## config.mk

```make
export PLATFORM = sky130hd
export DESIGN_NAME = ppsm_mux
export DESIGN_NICKNAME = d
export VERILOG_FILES = /design/src/shared/ppsm_pkg.sv /design/src/verilog/ppsm_line_sel.sv /design/src/verilog/ppsm_mux.sv
export SDC_FILE = /design/constraint.sdc
export NUM_CORES = 1
export LEC_CHECK = 0
export BUFFER_PORTS_ARGS = -buffer_cell sky130_fd_sc_hd__buf_4
export CAP_MARGIN = 20
export CORE_UTILIZATION = 25
export DETAILED_ROUTE_END_ITERATION = 8
export GPL_TIMING_DRIVEN = 1
export PLACE_DENSITY_LB_ADDON = 0.05
export SYNTH_ARGS = -nofsm -noshare
export SYNTH_HDL_FRONTEND = slang
export SYNTH_HIERARCHICAL = 1
export SYNTH_SLANG_ARGS = --single-unit
```

## constraint.sdc

```tcl
create_clock -name ref_clk -period 4.15 [get_ports ref_clk]
set_clock_uncertainty 0.05 [all_clocks]
set_input_delay 0.83 -clock ref_clk [delete_from_list [all_inputs] [get_ports ref_clk]]
set_output_delay 0.83 -clock ref_clk [all_outputs]
set_load 0.05 [all_outputs]
```

## src/shared/ppsm_pkg.sv

```systemverilog
/*
 * Constants and types for the parallel port strap mux: the line count, the
 * index of each line, reset and idle pad levels, and the bus-release states.
 * Assumes nothing of its surroundings.
 */
package ppsm_pkg;

    ////////////////////////////////////////////////////////////////////////////
    // Lines handled by the mux.
    localparam int unsigned LINE_COUNT = 5;
    localparam int unsigned LINE_10    = 0;
    localparam int unsigned LINE_11    = 1;
    localparam int unsigned LINE_12    = 2;
    localparam int unsigned LINE_13    = 3;
    localparam int unsigned LINE_14    = 4;

    ////////////////////////////////////////////////////////////////////////////
    // Strap levels and pad levels.
    localparam logic STRAP_IO_MODE  = 1'b0;
    localparam logic STRAP_MEM_MODE = 1'b1;
    localparam logic PAD_IDLE_LEVEL = 1'b1;
    localparam logic PAD_OE_OFF     = 1'b0;
    localparam logic PAD_OE_ON      = 1'b1;
    localparam logic RESET_MODE     = STRAP_IO_MODE;

    ////////////////////////////////////////////////////////////////////////////
    // Bus-release handshake states.
    typedef enum logic [2:0] {
        HOLD_IDLE = 3'h1,
        HOLD_WAIT = 3'h2,
        HOLD_HELD = 3'h4
    } ppsm_hold_t;

endpackage

```

## src/verilog/ppsm_line_sel.sv

```systemverilog
/*
 * Function select for one muxed port line: picks the pad drive and enable
 * from the general-purpose bit or the memory-interface signal.
 * Assumes the caller registers the result and gives the latched strap mode.
 */
`timescale 1ns/1ps

module ppsm_line_sel #(
    parameter bit MEM_IS_INPUT = 1'b0
) (
    // Selection state
    input  wire logic mode_mem,
    input  wire logic in_reset,
    input  wire logic bus_float,
    // Function sources
    input  wire logic io_o,
    input  wire logic io_oe,
    input  wire logic mem_o,
    // Pad drive
    output logic      sel_o,
    output logic      sel_oe
);

    always_comb begin
        sel_o  = ppsm_pkg::PAD_IDLE_LEVEL;
        sel_oe = ppsm_pkg::PAD_OE_OFF;
        if (in_reset) begin
            sel_o  = ppsm_pkg::PAD_IDLE_LEVEL;
            sel_oe = ppsm_pkg::PAD_OE_OFF;
        end else if (mode_mem) begin
            // The request line never drives, so a host may own it at all times.
            if (!MEM_IS_INPUT) begin
                sel_o  = mem_o;
                sel_oe = !bus_float;
            end
        end else begin
            sel_o  = io_o;
            sel_oe = io_oe;
        end
    end

endmodule

```

## src/verilog/ppsm_mux.sv

```systemverilog
/*
 * Reset-strap pin mux for parallel port lines 10 to 14, with the bus-release
 * handshake for the memory interface.
 * Assumes the general-purpose direction register resets to input, that the
 * memory interface holds its control outputs at 1 when idle, and that all
 * inputs are synchronous to ref_clk.
 */
//
// Overview of operation
// - The strap level seen during reset picks the function: low for general I/O, high for the memory interface.
// - The chosen function is frozen when reset is released and never changes until the next reset.
// - Line 10 carries I/O bit 30, or byte enable 2 in memory mode.
// - Line 11 carries I/O bit 31, or byte enable 3 in memory mode.
// - Line 12 carries I/O bit 32, or the SDRAM clock enable in memory mode.
// - Line 13 carries I/O bit 33, or the synchronous output enable of space 3 in memory mode.
// - Line 14 carries I/O bit 34, or is an input for the bus-release request in memory mode.
// - A line in general I/O use comes out of reset as an input and drives only when software sets it so.
// - Memory outputs float during reset and are driven at 1 once reset ends.
// - The space 3 output enable lets a FIFO hang on that space with no glue.
// - A granted request is answered with the grant low and the memory bus floated.
`timescale 1ns/1ps

module ppsm_mux #(
    parameter int unsigned LINES = ppsm_pkg::LINE_COUNT
) (
    // Clock and reset
    input  wire logic             ref_clk,
    input  wire logic             rst,
    // Strap
    input  wire logic             boot_strap_select_pin,
    // Pads
    input  wire logic             port_line_10_i,
    output logic                  port_line_10_o,
    output logic                  port_line_10_oe,
    input  wire logic             port_line_11_i,
    output logic                  port_line_11_o,
    output logic                  port_line_11_oe,
    input  wire logic             port_line_12_i,
    output logic                  port_line_12_o,
    output logic                  port_line_12_oe,
    input  wire logic             port_line_13_i,
    output logic                  port_line_13_o,
    output logic                  port_line_13_oe,
    input  wire logic             port_line_14_i,
    output logic                  port_line_14_o,
    output logic                  port_line_14_oe,
    // General-purpose bits 30 to 34, bit 0 is bit 30
    input  wire logic [LINES-1:0] port_io_out,
    input  wire logic [LINES-1:0] port_io_dir,
    output logic      [LINES-1:0] port_io_in,
    // Memory interface
    input  wire logic             mem_byte_enable_2,
    input  wire logic             mem_byte_enable_3,
    input  wire logic             sdram_clock_enable_out,
    input  wire logic             sync_output_enable_space3,
    input  wire logic             mem_bus_idle,
    output logic                  bus_release_request_n,
    output logic                  bus_release_grant_n,
    output logic                  mem_bus_float,
    output logic                  mem_mode
);

    ////////////////////////////////////////////////////////////////////////////
    // State.
    typedef struct packed {
        logic                 mode_mem;
        ppsm_pkg::ppsm_hold_t hold;
        logic [LINES-1:0]     pad_o;
        logic [LINES-1:0]     pad_oe;
        logic [LINES-1:0]     io_in;
    } ppsm_state_t;

    ppsm_state_t      st_q;
    ppsm_state_t      st_d;
    logic [LINES-1:0] pad_i;
    logic [LINES-1:0] mem_o;
    logic [LINES-1:0] sel_o;
    logic [LINES-1:0] sel_oe;
    logic             req_seen;

    assign pad_i = {port_line_14_i, port_line_13_i, port_line_12_i, port_line_11_i, port_line_10_i};
    // Line 14 has no memory output; its slot is the idle level.
    assign mem_o = {ppsm_pkg::PAD_IDLE_LEVEL, sync_output_enable_space3, sdram_clock_enable_out,
                    mem_byte_enable_3, mem_byte_enable_2};
    // The request is read from the pad only in memory mode, so a toggling I/O bit cannot steal the bus.
    assign req_seen = st_q.mode_mem && !pad_i[ppsm_pkg::LINE_14];

    ////////////////////////////////////////////////////////////////////////////
    // Per-line function select.
    genvar gi;
    generate
        for (gi = 0; gi < LINES; gi++) begin : g_line
            ppsm_line_sel #(
                .MEM_IS_INPUT (gi == ppsm_pkg::LINE_14)
            ) u_sel (
                .mode_mem  (st_q.mode_mem),
                .in_reset  (rst),
                .bus_float (st_q.hold == ppsm_pkg::HOLD_HELD),
                .io_o      (port_io_out[gi]),
                .io_oe     (port_io_dir[gi]),
                .mem_o     (mem_o[gi]),
                .sel_o     (sel_o[gi]),
                .sel_oe    (sel_oe[gi])
            );
        end
    endgenerate

    ////////////////////////////////////////////////////////////////////////////
    // Next state.
    always_comb begin
        st_d        = st_q;
        st_d.pad_o  = sel_o;
        st_d.pad_oe = sel_oe;
        st_d.io_in  = pad_i;
        if (rst) begin
            // Caught on every reset edge, so the last one before release wins.
            st_d.mode_mem = boot_strap_select_pin;
            st_d.hold     = ppsm_pkg::HOLD_IDLE;
            st_d.io_in    = '0;
        end else begin
            st_d.mode_mem = st_q.mode_mem;
            case (st_q.hold)
                ppsm_pkg::HOLD_IDLE: begin
                    if (req_seen) begin
                        st_d.hold = ppsm_pkg::HOLD_WAIT;
                    end
                end
                ppsm_pkg::HOLD_WAIT: begin
                    // The grant waits for the bus to go quiet so no access is cut short.
                    if (!req_seen) begin
                        st_d.hold = ppsm_pkg::HOLD_IDLE;
                    end else if (mem_bus_idle) begin
                        st_d.hold = ppsm_pkg::HOLD_HELD;
                    end
                end
                ppsm_pkg::HOLD_HELD: begin
                    if (!req_seen) begin
                        st_d.hold = ppsm_pkg::HOLD_IDLE;
                    end
                end
                default: begin
                    st_d.hold = ppsm_pkg::HOLD_IDLE;
                end
            endcase
        end
    end

    always_ff @(posedge ref_clk) begin
        if (rst) begin
            st_q.mode_mem <= st_d.mode_mem;
            st_q.hold     <= ppsm_pkg::HOLD_IDLE;
            st_q.pad_o    <= {LINES{ppsm_pkg::PAD_IDLE_LEVEL}};
            st_q.pad_oe   <= {LINES{ppsm_pkg::PAD_OE_OFF}};
            st_q.io_in    <= '0;
        end else begin
            st_q <= st_d;
        end
    end

    ////////////////////////////////////////////////////////////////////////////
    // Outputs.
    assign port_line_10_o        = st_q.pad_o[ppsm_pkg::LINE_10];
    assign port_line_10_oe       = st_q.pad_oe[ppsm_pkg::LINE_10];
    assign port_line_11_o        = st_q.pad_o[ppsm_pkg::LINE_11];
    assign port_line_11_oe       = st_q.pad_oe[ppsm_pkg::LINE_11];
    assign port_line_12_o        = st_q.pad_o[ppsm_pkg::LINE_12];
    assign port_line_12_oe       = st_q.pad_oe[ppsm_pkg::LINE_12];
    assign port_line_13_o        = st_q.pad_o[ppsm_pkg::LINE_13];
    assign port_line_13_oe       = st_q.pad_oe[ppsm_pkg::LINE_13];
    assign port_line_14_o        = st_q.pad_o[ppsm_pkg::LINE_14];
    assign port_line_14_oe       = st_q.pad_oe[ppsm_pkg::LINE_14];
    assign port_io_in            = st_q.mode_mem ? '0 : st_q.io_in;
    assign bus_release_request_n = !req_seen;
    assign bus_release_grant_n   = (st_q.hold != ppsm_pkg::HOLD_HELD);
    assign mem_bus_float         = (st_q.hold == ppsm_pkg::HOLD_HELD);
    assign mem_mode              = st_q.mode_mem;

    logic first_q;
    always_ff @(posedge ref_clk) begin
        first_q <= rst;
    end
endmodule

```

==> flow_summary_export.csv <==
group,metric,value,unit
run_status,status,"completed",
logic_synthesis,synth_fp_nets,99,
critical_path,required,3.27,ns
power,power.total,0.379,mW
die,die_h,58.2,um
critical_path,endpoint_kind,"primary output",
placed_design,dp_cells,160,
detailed_routing,drtPass1Iterations,2,
detailed_routing,drc,0,
clock_network,cts.sinks,19,
placed_design,portBuffers,41,
logic_synthesis,synthesis.area_per_instance,10.4,um^2
finish,diodes,0,
grt,grt.overflow.total,0,
clock_network,cts_root_buf,"clkbuf_4",
die,coreArea,3030,um^2
die,rows,20,
detailed_routing,ant_nets,0,
clock_network,htreeDepth,1,
logic_synthesis,syn_inst,76,
die,die_area,3380,um^2
finish,final_cell_mix,"41 x buf_4, 18 x dfxtp_1, 14 x nor2b_1",
clock_network,numCtsBuffers,3,
die,initial_core_util,26.0,%
power,leakagePower,0.523,nW
critical_path,r2r-start,"mem_mode$_DFFE_PP_",
critical_path,reg2reg_setup_slack,2.52,ns
power,vdd_drop_max,0.196,mV
critical_path,crit_end,"bus_release_request_n",
clock_network,cts-root-to-sink-buffers,2,
finish,synthToLayoutAreaGrowth,49.0,%
sta,whs,0.445,ns
clock_network,tritoncts,"done",
detailed_routing,vias,664,
finish,stdcell_count,164,
sta,setup_viol,0,
critical_path,rr_worst_depth,2,
detailed_routing,drt_iter0_drc,13,
clock_network,cts_setup_buffers,0,
die,io_pins,42,
clock_network,cts_resized,0,
critical_path,criticalPathCategory,"reg2out",
critical_path,worst_ep_arrival_time,1.59,ns
critical_path,startpoint_type,"flip-flop",
grt,grt_max_degree,29,
finish,layout_commonest_cell,"buf_4",
logic_synthesis,synth_warnings,6,
detailed_routing,wl,1.55,mm
placed_design,dpl.hpwl,1.08,mm
clock_network,cts.clk_slew.worst_paths,0.11,ns
sta,finalMaxSlewViolations,0,
worst_hold_path,hold_path_class,"reg2reg",
sta,rsz0062_at_grt,"false",
sta,final.setup.tns,0,ns
finish,drive_above_1_share,40.8,%
grt,antenna_found_initial,0,
sta,hold_viol,0,
clock_network,clkLatencyLatePin,0.29,ns
run,drv_cap,0,
die,die_x,58.2,um
critical_path,critical_path_peak_fanout,27,
critical_path,reg2reg_to,"st_q[17]$_SDFFE_PP0P_",
sta,max_freq,405,MHz
power,p_per_area,323,nW/um^2
clock_network,cts_hold_buf,0,
detailed_routing,avgRoutedWirePerCell,9.48,um
sta,relSlewSlack,52.9,%
grt,grt_pass1_wl,2.48,mm
finish,n_fill_cell,332,
sta,fin_crit_sh,59.5,%
finish,nets,144,
grt,grt_pass1_vias,555,
sta,worst_pin_slew,0.707,ns
logic_synthesis,synth_area,788,um^2
critical_path,startpoint,"mem_mode$_DFFE_PP_",
grt,gr-usage-all-layers,9.93,%
detailed_routing,vias_per_cell,4.05,
sta,fin_crit,2.47,ns
placed_design,place_congestion,0.621,
==> state kept, by name, indices dropped and copies added (netlist names) <==
register,count
mem_mode,1
port_line_10_o,1
port_line_10_oe,1
port_line_11_o,1
port_line_11_oe,1
port_line_12_o,1
port_line_12_oe,1
port_line_13_o,1
port_line_13_oe,1
port_line_14_o,1
port_line_14_oe,1
st_q,8
==> metrics by stage <==
step | area [um^2] | util, % | worst slack [ns]
finish | 1170 | 38.8 | 1.68
global route | 1170 | 38.8 | 1.52
CTS | 1170 | 38.8 | 1.61
detailed placement | 1150 | 37.9 | 1.93
global placement | 1150 | 37.9 | 1.93
floorplan | 788 | - | 1.90
==> critical path, stage by stage (launching register included) <==
cell and delay (ns):
edfxtp_1 0.82, or2b_1 0.28, buf_4 0.19
==> final cells by class <==
cell class / count / area (um^2) / area share (%)
multi-input cells: 56 / 394 / 33.5
flip-flops and latches: 19 / 390 / 33.2
repair buffers: 41 / 308 / 26.2
well taps: 44 / 55.1 / 4.69
clock buffers: 3 / 22.5 / 1.92
clock inverters: 1 / 5.00 / 0.426
==> how the worst min path moves through the flow <==
| stage | startpoint | to | slack, ns | cells after the start |
|---|---|---|---|---|
| 4_1_cts | st_q[17]$_SDFFE_PP0P_ | st_q[16]$_SDFFE_PP0P_ | 0.45 | 1 |
| 3_3_place_gp | st_q[17]$_SDFFE_PP0P_ | st_q[16]$_SDFFE_PP0P_ | 0.43 | 1 |
| 6_report | st_q[17]$_SDFFE_PP0P_ | st_q[16]$_SDFFE_PP0P_ | 0.44 | 1 |
| 5_1_grt | st_q[17]$_SDFFE_PP0P_ | st_q[16]$_SDFFE_PP0P_ | 0.45 | 1 |
| 3_5_place_dp | st_q[17]$_SDFFE_PP0P_ | st_q[16]$_SDFFE_PP0P_ | 0.44 | 1 |
| 2_1_floorplan | st_q[17]$_SDFFE_PP0P_ | st_q[16]$_SDFFE_PP0P_ | 0.40 | 1 |
==> metal layers <==
metal / global-route usage (%) / up-vias / share of wire (%)
li1: - / 343 / -
met4: 3.06 / 0 / 1.4
met2: 16.6 / 24 / 52
met5: 0 / - / 0
met1: 11.0 / 295 / 39
met3: 5.13 / 2 / 7.4
==> power by group <==
group	internal (mW)	switching, mW	total (mW)
Sequential	0.193	0.00779	0.201
Combinational	0.0396	0.0467	0.0864
Clock	0.0359	0.0561	0.0920
Note: power is estimated with default switching activity, not from simulation.
